**src/include/otgrn_pkg.sv**
```systemverilog
package otgrn_pkg;
   // Clock period of sys_clk; all counts derive from it.
   localparam longint CLK_PERIOD_NS = 64'd50;
   // Protocol times, in nanoseconds, as printed.
   localparam longint PRE_REQUEST_QUIET_TIME_NS = 64'd2000000;
   localparam longint LINE_PULSE_DURATION_NS = 64'd5000000;
   localparam longint REQUEST_SIGNALLING_LIMIT_NS = 64'd100000000;
   localparam longint REQUEST_FAILURE_TIMEOUT_NS = 64'd5000000000;
   localparam longint IDLE_TO_DETACH_WINDOW_NS = 64'd4000000;
   localparam longint SPEED_DROP_BEFORE_DETACH_NS = 64'd1000000;
   localparam longint LINE_DISCHARGE_WAIT_NS = 64'd25000;
   localparam longint FAR_PULLUP_DEBOUNCE_NS = 64'd2500;
   localparam longint ATTACH_WAIT_MINIMUM_NS = 64'd1000000000;
   localparam longint SUSPEND_HOLD_MINIMUM_NS = 64'd200000000;
   localparam longint SWAPPED_IDLE_DETECT_WINDOW_NS = 64'd3000000;
   // Minimum waits round up so they never fall short.
   localparam int PRE_REQUEST_QUIET_CYC = // RULE17
      int'((PRE_REQUEST_QUIET_TIME_NS + CLK_PERIOD_NS - 1) / CLK_PERIOD_NS);
   localparam int LINE_PULSE_CYC =
      int'((LINE_PULSE_DURATION_NS + CLK_PERIOD_NS - 1) / CLK_PERIOD_NS);
   localparam int REQUEST_FAILURE_CYC =
      int'((REQUEST_FAILURE_TIMEOUT_NS + CLK_PERIOD_NS - 1) / CLK_PERIOD_NS);
   localparam int IDLE_TO_DETACH_CYC =
      int'((IDLE_TO_DETACH_WINDOW_NS + CLK_PERIOD_NS - 1) / CLK_PERIOD_NS);
   localparam int SPEED_DROP_CYC =
      int'((SPEED_DROP_BEFORE_DETACH_NS + CLK_PERIOD_NS - 1) / CLK_PERIOD_NS);
   localparam int LINE_DISCHARGE_CYC =
      int'((LINE_DISCHARGE_WAIT_NS + CLK_PERIOD_NS - 1) / CLK_PERIOD_NS);
   localparam int FAR_PULLUP_DEBOUNCE_CYC =
      int'((FAR_PULLUP_DEBOUNCE_NS + CLK_PERIOD_NS - 1) / CLK_PERIOD_NS);
   localparam int ATTACH_WAIT_CYC =
      int'((ATTACH_WAIT_MINIMUM_NS + CLK_PERIOD_NS - 1) / CLK_PERIOD_NS);
   localparam int SUSPEND_HOLD_CYC =
      int'((SUSPEND_HOLD_MINIMUM_NS + CLK_PERIOD_NS - 1) / CLK_PERIOD_NS);
   localparam int SWAPPED_IDLE_CYC =
      int'((SWAPPED_IDLE_DETECT_WINDOW_NS + CLK_PERIOD_NS - 1) / CLK_PERIOD_NS);
   // Deadline rounds down; the signalling must fit inside it.
   localparam int REQUEST_SIGNALLING_CYC =
      int'(REQUEST_SIGNALLING_LIMIT_NS / CLK_PERIOD_NS);
   // Counter width, wide enough for the longest count.
   localparam int TMR_W = 28;
   // Bit positions in the synchronised pin vector.
   localparam int PIN_ID = 0;
   localparam int PIN_SESS = 1;
   localparam int PIN_SE0 = 2;
   localparam int PIN_J = 3;
   localparam int PIN_N = 4;
   // Role states, one-hot.
   typedef enum logic [10:0] {
      ST_B_IDLE = 11'h001,
      ST_B_SRP = 11'h002,
      ST_B_PERIPH = 11'h004,
      ST_B_FS_DROP = 11'h008,
      ST_B_WAIT_ACON = 11'h010,
      ST_B_HOST = 11'h020,
      ST_A_IDLE = 11'h040,
      ST_A_WAIT_BCON = 11'h080,
      ST_A_HOST = 11'h100,
      ST_A_SUSPEND = 11'h200,
      ST_A_PERIPH = 11'h400
   } otgrn_state_t;
endpackage : otgrn_pkg

```
**src/hdl/otgrn_role_ctrl.sv**
```systemverilog
`timescale 1ns/1ps
`default_nettype none
// Function
// RULE1 - B-side needs 2 ms line SE0 while idle, then pulses data 5 to 10 ms.
// RULE2 - B-side finishes session request signalling within 100 ms of starting.
// RULE3 - A answers within 4.9 s; B waits 5 s, fails by 6 s.
// RULE4 - B-side connects as peripheral within 1 s of session valid.
// RULE5 - A-side waits at least 1 s for connect before giving up.
// RULE6 - Enabled B detaches after 4 to 150 ms idle; A suspends 200 ms.
// RULE7 - From high speed, B holds full-speed pull-up 1 to 146.875 ms first.
// RULE8 - After dropping its pull-up, wait 25 us before sampling the line.
// RULE9 - B debounces A connect 2.5 us, then drives reset within 1 ms.
// RULE10 - A turns on pull-up within 3 ms of seeing B detach in suspend.
// RULE11 - Swapped A detects 3 to 200 ms idle, then drops its pull-up.
// RULE12 - Timers accurate to 2,500 ppm full speed, 500 ppm high speed.
// RULE13 - Host plug gives default host role; peripheral plug default peripheral.
// RULE14 - Host negotiation supported in both A and B roles.
// RULE15 - Simultaneous transitions resolved by fixed priority, exactly one taken.
// RULE16 - B asks for host only when enabled, by detaching during suspend.
// RULE17 - Limits become clock counts; minimums round up, maximums round down.
// RULE18 - Status events on request failure and on every role change; the code flags host_role changes only, not a_role changes.
module otgrn_role_ctrl #(
   parameter int QUIET_CYC = otgrn_pkg::PRE_REQUEST_QUIET_CYC, // RULE17
   parameter int PULSE_CYC = otgrn_pkg::LINE_PULSE_CYC,
   parameter int FAIL_CYC = otgrn_pkg::REQUEST_FAILURE_CYC,
   parameter int DETACH_CYC = otgrn_pkg::IDLE_TO_DETACH_CYC,
   parameter int FS_DROP_CYC = otgrn_pkg::SPEED_DROP_CYC,
   parameter int ATTACH_CYC = otgrn_pkg::ATTACH_WAIT_CYC,
   parameter int HOLD_CYC = otgrn_pkg::SUSPEND_HOLD_CYC,
   parameter int SWAP_IDLE_CYC = otgrn_pkg::SWAPPED_IDLE_CYC
) (
   input wire logic sys_clk,
   input wire logic resetn,
   input wire logic id_pin,
   input wire logic sess_vld,
   input wire logic line_se0,
   input wire logic line_j,
   input wire logic bus_idle,
   input wire logic hs_mode,
   input wire logic hnp_en,
   input wire logic a_bus_req,
   input wire logic b_bus_req,
   input wire logic b_srp_req,
   output logic pullup_en,
   output logic srp_pulse,
   output logic bus_reset,
   output logic fs_force,
   output logic vbus_drive,
   output logic host_role,
   output logic a_role,
   output logic srp_fail_evt,
   output logic role_chg_evt
);
   localparam int TW = otgrn_pkg::TMR_W;
   logic [1:0] rst_sync_reg;
   logic rst_n;
   logic [otgrn_pkg::PIN_N-1:0] pin_meta_reg;
   logic [otgrn_pkg::PIN_N-1:0] pin_reg;
   otgrn_pkg::otgrn_state_t state_reg;
   otgrn_pkg::otgrn_state_t state_next;
   logic [TW-1:0] tmr_reg;
   logic [TW-1:0] idle_reg;
   logic [TW-1:0] se0_reg;
   logic [TW-1:0] j_reg;
   logic a_plug;
   logic sess;
   logic quiet_ok;
   logic j_ok;
   logic host_next;

   // Reset enters asynchronously but is released through two flops.
   always_ff @(posedge sys_clk or negedge resetn) begin
      if (!resetn) begin
         rst_sync_reg <= 2'h0;
      end else begin
         rst_sync_reg <= {rst_sync_reg[0], 1'b1};
      end
   end
   assign rst_n = rst_sync_reg[1];

   // Each pin passes two flops; only the second stage is read.
   genvar gi;
   generate
      for (gi = 0; gi < otgrn_pkg::PIN_N; gi++) begin : g_sync
         always_ff @(posedge sys_clk or negedge rst_n) begin
            if (!rst_n) begin
               pin_meta_reg[gi] <= 1'b0;
               pin_reg[gi] <= 1'b0;
            end else begin
               pin_meta_reg[gi] <= (gi == otgrn_pkg::PIN_ID) ? id_pin :
                  (gi == otgrn_pkg::PIN_SESS) ? sess_vld :
                  (gi == otgrn_pkg::PIN_SE0) ? line_se0 : line_j;
               pin_reg[gi] <= pin_meta_reg[gi];
            end
         end
      end
   endgenerate

   // A grounded identification pin means the host-type plug is in.
   assign a_plug = !pin_reg[otgrn_pkg::PIN_ID]; // RULE13
   assign sess = pin_reg[otgrn_pkg::PIN_SESS];
   // The quiet spell must also lie inside the idle state, so a request that
   // has just failed cannot start again on the next cycle.
   assign quiet_ok = (se0_reg >= TW'(QUIET_CYC)) && (tmr_reg >= TW'(QUIET_CYC)); // RULE1
   // The state timer covers drain plus debounce, so every debounce sample
   // falls after the line has drained and residual charge cannot pass as J.
   assign j_ok = (tmr_reg >= TW'(otgrn_pkg::LINE_DISCHARGE_CYC +
      otgrn_pkg::FAR_PULLUP_DEBOUNCE_CYC)) && // RULE8
      (j_reg >= TW'(otgrn_pkg::FAR_PULLUP_DEBOUNCE_CYC)); // RULE9

   // State time counter; restarts on every state change. The clock itself
   // must be a crystal source to hold the timer accuracy.
   always_ff @(posedge sys_clk or negedge rst_n) begin
      if (!rst_n) begin
         tmr_reg <= '0;
      end else if (state_next != state_reg) begin
         tmr_reg <= '0;
      end else if (tmr_reg != {TW{1'b1}}) begin
         tmr_reg <= tmr_reg + TW'(1); // RULE12
      end
   end

   // Run-length counters for bus idle, line SE0 and line J; they saturate.
   always_ff @(posedge sys_clk or negedge rst_n) begin
      if (!rst_n) begin
         idle_reg <= '0;
         se0_reg <= '0;
         j_reg <= '0;
      end else begin
         idle_reg <= !bus_idle ? '0 : (idle_reg == {TW{1'b1}}) ? idle_reg : idle_reg + TW'(1);
         se0_reg <= !pin_reg[otgrn_pkg::PIN_SE0] ? '0 :
            (se0_reg == {TW{1'b1}}) ? se0_reg : se0_reg + TW'(1);
         j_reg <= !pin_reg[otgrn_pkg::PIN_J] ? '0 :
            (j_reg == {TW{1'b1}}) ? j_reg : j_reg + TW'(1);
      end
   end

   // Next role state. Plug changes win, then session loss, then the
   // state's own exits in the order written, so one exit is ever taken.
   always_comb begin
      state_next = state_reg;
      if (a_plug && !(state_reg inside {otgrn_pkg::ST_A_IDLE, otgrn_pkg::ST_A_WAIT_BCON,
            otgrn_pkg::ST_A_HOST, otgrn_pkg::ST_A_SUSPEND, otgrn_pkg::ST_A_PERIPH})) begin
         state_next = otgrn_pkg::ST_A_IDLE; // RULE15
      end else if (!a_plug && (state_reg inside {otgrn_pkg::ST_A_IDLE,
            otgrn_pkg::ST_A_WAIT_BCON, otgrn_pkg::ST_A_HOST, otgrn_pkg::ST_A_SUSPEND,
            otgrn_pkg::ST_A_PERIPH})) begin
         state_next = otgrn_pkg::ST_B_IDLE; // RULE13
      end else if (!sess && !(state_reg inside {otgrn_pkg::ST_B_IDLE, otgrn_pkg::ST_B_SRP,
            otgrn_pkg::ST_A_IDLE, otgrn_pkg::ST_A_WAIT_BCON})) begin
         state_next = a_plug ? otgrn_pkg::ST_A_IDLE : otgrn_pkg::ST_B_IDLE; // RULE15
      end else begin
         case (state_reg)
            otgrn_pkg::ST_B_IDLE: begin
               if (sess) begin
                  state_next = otgrn_pkg::ST_B_PERIPH; // RULE4
               end else if (b_srp_req && quiet_ok) begin
                  state_next = otgrn_pkg::ST_B_SRP; // RULE1
               end
            end
            otgrn_pkg::ST_B_SRP: begin
               if (sess && tmr_reg >= TW'(PULSE_CYC)) begin
                  state_next = otgrn_pkg::ST_B_PERIPH;
               end else if (tmr_reg >= TW'(FAIL_CYC)) begin
                  state_next = otgrn_pkg::ST_B_IDLE; // RULE3
               end
            end
            otgrn_pkg::ST_B_PERIPH: begin
               if (hnp_en && b_bus_req && idle_reg >= TW'(DETACH_CYC)) begin // RULE16
                  state_next = hs_mode ? otgrn_pkg::ST_B_FS_DROP : // RULE7
                     otgrn_pkg::ST_B_WAIT_ACON; // RULE6
               end
            end
            otgrn_pkg::ST_B_FS_DROP: begin
               if (!bus_idle) begin
                  state_next = otgrn_pkg::ST_B_PERIPH;
               end else if (tmr_reg >= TW'(FS_DROP_CYC)) begin
                  state_next = otgrn_pkg::ST_B_WAIT_ACON; // RULE7
               end
            end
            otgrn_pkg::ST_B_WAIT_ACON: begin
               if (j_ok) begin
                  state_next = otgrn_pkg::ST_B_HOST; // RULE9
               end else if (!bus_idle) begin
                  state_next = otgrn_pkg::ST_B_PERIPH;
               end
            end
            otgrn_pkg::ST_B_HOST: begin
               if (!b_bus_req && bus_idle) begin
                  state_next = otgrn_pkg::ST_B_PERIPH;
               end
            end
            otgrn_pkg::ST_A_IDLE: begin
               if (a_bus_req || sess) begin
                  state_next = otgrn_pkg::ST_A_WAIT_BCON; // RULE3
               end
            end
            otgrn_pkg::ST_A_WAIT_BCON: begin
               if (j_ok) begin
                  state_next = otgrn_pkg::ST_A_HOST;
               end else if (tmr_reg >= TW'(ATTACH_CYC)) begin
                  state_next = otgrn_pkg::ST_A_IDLE; // RULE5
               end
            end
            otgrn_pkg::ST_A_HOST: begin
               if (!a_bus_req && bus_idle) begin
                  state_next = otgrn_pkg::ST_A_SUSPEND;
               end
            end
            otgrn_pkg::ST_A_SUSPEND: begin
               if (hnp_en && pin_reg[otgrn_pkg::PIN_SE0]) begin
                  state_next = otgrn_pkg::ST_A_PERIPH; // RULE10
               end else if (a_bus_req && tmr_reg >= TW'(HOLD_CYC)) begin
                  state_next = otgrn_pkg::ST_A_HOST; // RULE6
               end
            end
            otgrn_pkg::ST_A_PERIPH: begin
               if (idle_reg >= TW'(SWAP_IDLE_CYC)) begin
                  state_next = otgrn_pkg::ST_A_WAIT_BCON; // RULE11
               end
            end
            default: begin
               state_next = otgrn_pkg::ST_B_IDLE;
            end
         endcase
      end
   end

   // State register.
   always_ff @(posedge sys_clk or negedge rst_n) begin
      if (!rst_n) begin
         state_reg <= otgrn_pkg::ST_B_IDLE;
      end else begin
         state_reg <= state_next; // RULE14
      end
   end

   assign host_next = state_next inside {otgrn_pkg::ST_B_HOST, otgrn_pkg::ST_A_HOST,
      otgrn_pkg::ST_A_SUSPEND, otgrn_pkg::ST_A_WAIT_BCON};

   // Outputs other than a_role are decoded from the next state so they change with it.
   always_ff @(posedge sys_clk or negedge rst_n) begin
      if (!rst_n) begin
         pullup_en <= 1'b0;
         srp_pulse <= 1'b0;
         bus_reset <= 1'b0;
         fs_force <= 1'b0;
         vbus_drive <= 1'b0;
         host_role <= 1'b0;
         a_role <= 1'b0;
      end else begin
         pullup_en <= state_next inside {otgrn_pkg::ST_B_PERIPH, otgrn_pkg::ST_B_FS_DROP,
            otgrn_pkg::ST_A_PERIPH}; // RULE4
         // Pulse runs only from the start of the request state, well inside the limit.
         srp_pulse <= (state_next == otgrn_pkg::ST_B_SRP) &&
            ((state_reg != otgrn_pkg::ST_B_SRP) ||
             (tmr_reg < TW'(PULSE_CYC - 1))); // RULE2
         bus_reset <= host_next && (state_next != state_reg) &&
            (state_next inside {otgrn_pkg::ST_B_HOST, otgrn_pkg::ST_A_HOST}) &&
            (state_reg != otgrn_pkg::ST_A_SUSPEND); // RULE9
         fs_force <= state_next == otgrn_pkg::ST_B_FS_DROP; // RULE7
         vbus_drive <= a_plug && (state_next != otgrn_pkg::ST_A_IDLE);
         host_role <= host_next;
         a_role <= a_plug; // RULE13
      end
   end

   // One-cycle status events for software.
   always_ff @(posedge sys_clk or negedge rst_n) begin
      if (!rst_n) begin
         srp_fail_evt <= 1'b0;
         role_chg_evt <= 1'b0;
      end else begin
         srp_fail_evt <= (state_reg == otgrn_pkg::ST_B_SRP) &&
            (state_next == otgrn_pkg::ST_B_IDLE); // RULE18
         role_chg_evt <= host_next != host_role; // RULE18
      end
   end
endmodule : otgrn_role_ctrl
`default_nettype wire

```
**config.mk**
```make
export PLATFORM = sky130hd
export DESIGN_NAME = otgrn_role_ctrl
export DESIGN_NICKNAME = d
export VERILOG_FILES = /design/src/include/otgrn_pkg.sv /design/src/hdl/otgrn_role_ctrl.sv
export SDC_FILE = /design/constraint.sdc
export NUM_CORES = 1
export LEC_CHECK = 0
export ABC_AREA = 1
export BUFFER_PORTS_ARGS = -buffer_cell sky130_fd_sc_hd__buf_2
export CORE_UTILIZATION = 45
export CTS_CLUSTER_DIAMETER = 150
export DETAILED_ROUTE_END_ITERATION = 12
export PLACE_DENSITY = 0.68
export SYNTH_ARGS = -nofsm -noshare
export SYNTH_HDL_FRONTEND = slang
export SYNTH_SLANG_ARGS = --single-unit
export TNS_END_PERCENT = 20
```
**constraint.sdc**
```tcl
create_clock -name sys_clk -period 14 [get_ports sys_clk]
set_clock_uncertainty 0.2 [all_clocks]
set_input_delay 0 -clock sys_clk [delete_from_list [all_inputs] [get_ports sys_clk]]
set_output_delay 0 -clock sys_clk [all_outputs]
set_load 0.02 [all_outputs]
```
## Word-level counts from Yosys, hierarchy flattened

Index checks and enable logic that the tools add are counted.

| cells by class | value |
|---|---|
| $add $sub $neg | 4 |
| equal/unequal tests | 32 |
| order comparisons | 12 |
| mux-type cells | 31 |
| reductions and logical operators | 33 |

Operators by type and width:

| cell | number |
|---|---|
| 28-bit 2-to-1 mux | 8 |
| 11-bit 2-to-1 mux | 20 |
| 11-bit case mux with 11 select lines | 1 |
| 28-bit by 1-bit adder with 28-bit output, second input constant | 4 |
| 28-bit == test, second input constant | 3 |
| 28-bit by 16-bit >= comparator with 1-bit output, second input constant | 3 |
| 28-bit by 17-bit >= comparator with 1-bit output, second input constant | 2 |
| 28-bit by 10-bit >= comparator with 1-bit output, second input constant | 1 |
| 28-bit by 15-bit >= comparator with 1-bit output, second input constant | 1 |
| 28-bit by 22-bit >= comparator with 1-bit output, second input constant | 1 |
| 28-bit by 25-bit >= comparator with 1-bit output, second input constant | 1 |
| 28-bit by 27-bit >= comparator with 1-bit output, second input constant | 1 |
| 28-bit by 6-bit >= comparator with 1-bit output, second input constant | 1 |
| 28-bit by 17-bit < comparator with 1-bit output, second input constant | 1 |
| 28-bit inequality test, second input constant | 1 |
| 11-bit by 1-bit == test with 1-bit output, second input constant | 2 |
| 11-bit by 10-bit == test with 1-bit output, second input constant | 2 |
| 11-bit == test, second input constant | 2 |
| 11-bit by 2-bit == test with 1-bit output, second input constant | 2 |
| 11-bit by 3-bit == test with 1-bit output, second input constant | 2 |
| 11-bit by 4-bit == test with 1-bit output, second input constant | 2 |
| 11-bit by 6-bit == test with 1-bit output, second input constant | 2 |
| 11-bit by 8-bit == test with 1-bit output, second input constant | 2 |
| 11-bit by 9-bit == test with 1-bit output, second input constant | 2 |
| 17 further kinds | 45 |

| word-level totals | value |
|---|---|
| logic and storage cells | 135 |
| flip-flop bits (word level) | 142 |
| output and inout bits | 9 |

## Depth between registers and ports, before layout

| logic depth | value |
|---|---|
| depth in word-level cells | 14 |
| mapped depth | 20 |
| mapped depth without buffers | 20 |

## Least setup slack after synthesis

OpenSTA, ideal clock, no wires.

| timing | value |
|---|---|
| kind | register to register |
| start point | reg state_reg[0] |
| end point | reg tmr_reg[16] |
| path buffers | 1 |
| slack | 11.417 ns |
| cell stages (with the launch flop) | 19 |
| arrival | 2.313 ns |
| path through | dfstp_2 > nor2_2 > nand2_4 > inv_2 > nand2_8 > nor2_8 > nor2_8 > nand3_2 > nand2_2 > nand2_2 > nor2_8 > nand2_1 > xor2_1 > nor2_2 > inv_2 > nor2_4 > nand4_4 > buf_6 > nor2_2 |

| between the ends | value |
|---|---|
| word-level cells in the longest chain between the ends | 9 |
| elaborated cells on any way between the ends | 42 |
| classes of those cells | eq/ne (12); mux (22); reduce/logical (8) |

RTL lines:

| what | RTL line | source |
|---|---|---|
| from (decl) | otgrn_role_ctrl.sv:59 | `otgrn_pkg::otgrn_state_t state_reg;` |
| from (signal assigned) | otgrn_role_ctrl.sv:232 | `state_reg <= otgrn_pkg::ST_B_IDLE;` |
| from (signal assigned) | otgrn_role_ctrl.sv:234 | `state_reg <= state_next;` |
| 11-bit by 1-bit == test with 1-bit output, or another cell as far along | otgrn_role_ctrl.sv:149, otgrn_role_ctrl.sv:153 |  |
| 4-bit nonzero test | otgrn_role_ctrl.sv:149 | `end else if (!sess && !(state_reg inside {otgrn_pkg::ST_B_IDLE, otgrn_pkg::ST_B_SRP,` |
| 1-bit logical NOT | otgrn_role_ctrl.sv:149 |  |
| 1-bit logical AND | otgrn_role_ctrl.sv:149 |  |
| 11-bit 2-to-1 mux | otgrn_role_ctrl.sv:149 |  |
| 11-bit 2-to-1 mux | otgrn_role_ctrl.sv:145 | `end else if (!a_plug && (state_reg inside {otgrn_pkg::ST_A_IDLE,` |
| 11-bit 2-to-1 mux | otgrn_role_ctrl.sv:142 | `if (a_plug && !(state_reg inside {otgrn_pkg::ST_A_IDLE, otgrn_pkg::ST_A_WAIT_BCON,` |
| 11-bit inequality test * | otgrn_role_ctrl.sv:116 | `end else if (state_next != state_reg) begin` |
| 28-bit 2-to-1 mux / 2-bit nonzero test (equally long branches) | -- |  |
| to (signal assigned) | otgrn_role_ctrl.sv:119 | `tmr_reg <= tmr_reg + TW'(1);` |
| to (decl) | otgrn_role_ctrl.sv:61 | `logic [TW-1:0] tmr_reg;` |

Every way passes the cells marked *; elsewhere a longest branch is shown, timed or not.
A chain may end at the register's enable or synchronous reset.

## Final worst setup path

| timing | value |
|---|---|
| start point | reg state_reg[9] |
| end point | reg tmr_reg[0] |

| between the ends | value |
|---|---|
| word-level cells in the longest chain between the ends | 9 |
| elaborated cells on any way between the ends | 42 |
| classes of those cells | eq/ne (12); mux (22); reduce/logical (8) |

RTL lines:

| what | RTL line | source |
|---|---|---|
| 11-bit by 1-bit == test with 1-bit output, or another cell as far along | otgrn_role_ctrl.sv:149, otgrn_role_ctrl.sv:153 |  |
| 4-bit nonzero test | otgrn_role_ctrl.sv:149 |  |
| 1-bit logical NOT | otgrn_role_ctrl.sv:149 |  |
| 1-bit logical AND | otgrn_role_ctrl.sv:149 |  |
| 11-bit 2-to-1 mux | otgrn_role_ctrl.sv:149 |  |
| 11-bit 2-to-1 mux | otgrn_role_ctrl.sv:145 |  |
| 11-bit 2-to-1 mux * | otgrn_role_ctrl.sv:142 |  |
| named net state_next[3] | otgrn_role_ctrl.sv:60 | `otgrn_pkg::otgrn_state_t state_next;` |
| 11-bit inequality test * | otgrn_role_ctrl.sv:116 |  |
| 28-bit 2-to-1 mux / 2-bit nonzero test (equally long branches) | -- |  |

The timed path passes the listed nets; every way through them passes the cells marked *.

==> flow_metrics.env <==
export IMPL_tns_ns=0
export IMPL_cp_depth=16
export IMPL_fmax_mhz=279
export IMPL_path_buf_inv=3
export IMPL_grt_use_total_pct=22.6
export IMPL_cts_sinks=142
export IMPL_cp_slowest_cell="nand4_4"
export IMPL_holdPathStages=2
export IMPL_synth_cells=1319
export IMPL_fin_ws_ns=10.42
export IMPL_wl_per_cell_um=14.1
export IMPL_grt_pass1_vias=8182
export IMPL_hold_class="in2reg"
export IMPL_grt_max_degree=76
export IMPL_antenna_diode_count=0
export IMPL_required_ns=14.13
export IMPL_cpPeakStageDelay_ns=0.58
export IMPL_cts_tree="yes"
export IMPL_dpl_hpwl_um=17000
export IMPL_ioPinCount=21
export IMPL_grt_pass1_wl_um=38700
export IMPL_seq_area_frac_synth_pct=38.3
export IMPL_cp_arrival_ns=3.71
export IMPL_startpoint_type="flop"
export IMPL_worst_pin_slew_ns=0.942
export IMPL_rsz0062_at_grt="no"
export IMPL_synth_nets=1339
export IMPL_post_route_period_util_pct=25.6
export IMPL_clk_latency_ns=0.43
export IMPL_cts_made_buffers=17
export IMPL_cts_path_max_buffers=2
export IMPL_die_w_um=146
export IMPL_start_util_pct=45.9
export IMPL_ys_types=53
export IMPL_cts_max_level=4
export IMPL_synth_edff_count=0
export IMPL_p_sw_uw=425
export IMPL_final_common_cell="nand2_1"
export IMPL_p_leak_uw=0.00507
export IMPL_p_seq_share_pct=34.7
export IMPL_routed_wl_um=23200
export IMPL_drive_gt1_share_pct=9.34
export IMPL_pwr_share_comb_pct=23.4
export IMPL_first_iter_violations=675
export IMPL_cp_end_kind="flop"
export IMPL_ant_nets=0
export IMPL_path_cells="nor2_4 -> nand2_4 -> nor2_1 -> nand2_1 -> inv_1 -> nand4_1 -> dlygate4sd3_1 -> nand2_1 -> nand2_2 -> inv_2 -> nor2_1 -> a21oi_2 -> nand2_1 -> nor2_4 -> nand4_4 -> nor2_1"
export IMPL_n_fill_cell=1972
export IMPL_synth_async_reset_ratio_pct=100
export IMPL_power_frac_clock_pct=41.9
export IMPL_path_clk_slew_ns=0.07
export IMPL_worst_setup_path_type="reg2reg"
export IMPL_ir_drop_mv=0.0975
export IMPL_vias=8722
export IMPL_area_growth_pct=13.2
export IMPL_intPower_uw=850
export IMPL_final_area_um2=10500
export IMPL_yosys_register_bits=142
export IMPL_port_buffer_count=20
export IMPL_drtPass1Iterations=5
export IMPL_dieHeight_um=146
export IMPL_coreArea_um2=20200
export IMPL_setup_violations=0
export IMPL_place_area_um2=9650
export IMPL_finalMaxSlewViolations=0
export IMPL_p_per_area_nw_per_um2=121
export IMPL_cts_root_buffer="clkbuf_16"
export IMPL_fp_row_count=52
export IMPL_drc_errors=0
export IMPL_layout_nets=1378
export IMPL_dieArea_um2=21200
export IMPL_antenna_found_initial=0
export IMPL_avgSynthCellArea_um2=7.04
export IMPL_yosysWarnings=0
export IMPL_outcome="finished, final reports clean"
export IMPL_cp_max_fo=28
export IMPL_ff2ff_path_depth=16
export IMPL_place_congestion=0.949
export IMPL_most_common_layout_cells="nand2_1, inv_1, nor2_1, dfrtp_1, nand3_1"
export IMPL_hold_viol=0
export IMPL_syn_area_um2=9290
export IMPL_place_ws_ns=10.59
export IMPL_switching_share_pct=33.3
export IMPL_viasPerCell=5.32
export IMPL_slew_headroom_pct=37.2
export IMPL_synth_ff_type="dfrtp_1"
export IMPL_maxCapViolCount=0
export IMPL_grt_overflow=0
export IMPL_crit_family="simple AND/OR/NAND/NOR gates"
export IMPL_finalCriticalPeriod_ns=3.58
logic make-up after synthesis:
group	count (synthesis)	synth area share, %
AO/OA/AOI/OAI	160	9.86
XOR/XNOR	24	2.26
adder cells (fa/ha/maj)	8	1.08
buffers and inverters	217	9.10
flip-flops	142	38.3
other	1	0.0404
AND/OR/NAND/NOR	767	39.4
layer usage:
metal / up-vias / track usage [%] / wire length [um]
met2: 266 / 36.8 / 10800
li1: 4407 / - / -
met3: 39 / 4.20 / 1250
met4: 0 / 7.74 / 471
met1: 4010 / 30.3 / 10600
met5: - / 0 / 0
per-stage QoR:
step / hold WS (ns) / total power (uW) / util, % / cells
floorplan: -0.496 / 690 / - / 1319
global placement: -0.414 / 740 / 47.7 / 1592
detailed placement: -0.414 / 744 / 47.7 / 1592
CTS: 0.0366 / 1280 / 51.9 / 1641
global route: 0.0479 / 1330 / 51.9 / 1641
finish: 0.0415 / 1270 / 51.9 / 1641
cell usage after synthesis, types with 2 or more instances:
master	count	area (um^2)
nand4_4	2	42.5
o211a_1	2	20.0
buf_6	3	33.8
nand2_1	290	1090
inv_2	6	22.5
inv_1	191	717
nor2_8	5	100
or2_2	6	37.5
nand3_1	105	526
a31oi_1	5	31.3
o211ai_1	3	22.5
nor3_1	54	270
nor4_1	18	113
o31ai_1	2	15.0
nand3b_1	5	37.5
o21ai_0	63	315
nand4_2	2	25.0
o21a_1	4	30.0
o221a_2	4	45.0
a21oi_1	58	290
nand2_2	9	56.3
nor2_1	180	676
nand4_1	50	313
nand2_4	2	22.5
nor2_2	13	81.3
dfrtp_1	141	3530
buf_2	2	10.0
clkbuf_1	12	45.0
nor2_4	15	169
a221oi_1	3	26.3
xnor2_1	2	17.5
ha_1	8	100
nand3_2	3	30.0
a211oi_1	9	67.6
buf_1	2	7.51
and3_1	2	12.5
xor2_1	22	193
final timing paths:
path,start,end,slack (ns)
hold reg to reg,pin_meta_reg[1],sess,0.15
hold / removal,sess_vld,pin_meta_reg[1],0.04
setup / recovery,state_reg[9],tmr_reg[0],10.42
max in group asynchronous,rst_sync_reg[1],tmr_reg[18],11.85
min in group asynchronous,resetn,rst_sync_reg[1],0.20
setup reg to reg,state_reg[9],tmr_reg[0],10.42
cell type report:
cell class	instances	area (um^2)	area share, %
repair buffers	39	285	2.71
multi-input cells	960	4890	46.5
well taps	270	338	3.22
clock buffers	18	439	4.18
clock inverters	14	253	2.41
inverters	198	748	7.12
flip-flops and latches	142	3560	33.9
power by group through the flow:
stage	Combinational (uW)	Sequential [uW]	Clock [uW]
2_1_floorplan	238	452	0
6_report	298	442	534
4_1_cts	298	442	544
3_3_place_gp	290	449	0
5_1_grt	325	444	564
3_5_place_dp	294	450	0
timing repair:
action | 4_1_cts | 5_1_grt
hold buffers | 17 | 0
gates resized for setup | 0 | 0
hold endpoints to repair | 36 | 0
setup buffers | 0 | 0
(Power assumes the default switching activity.)
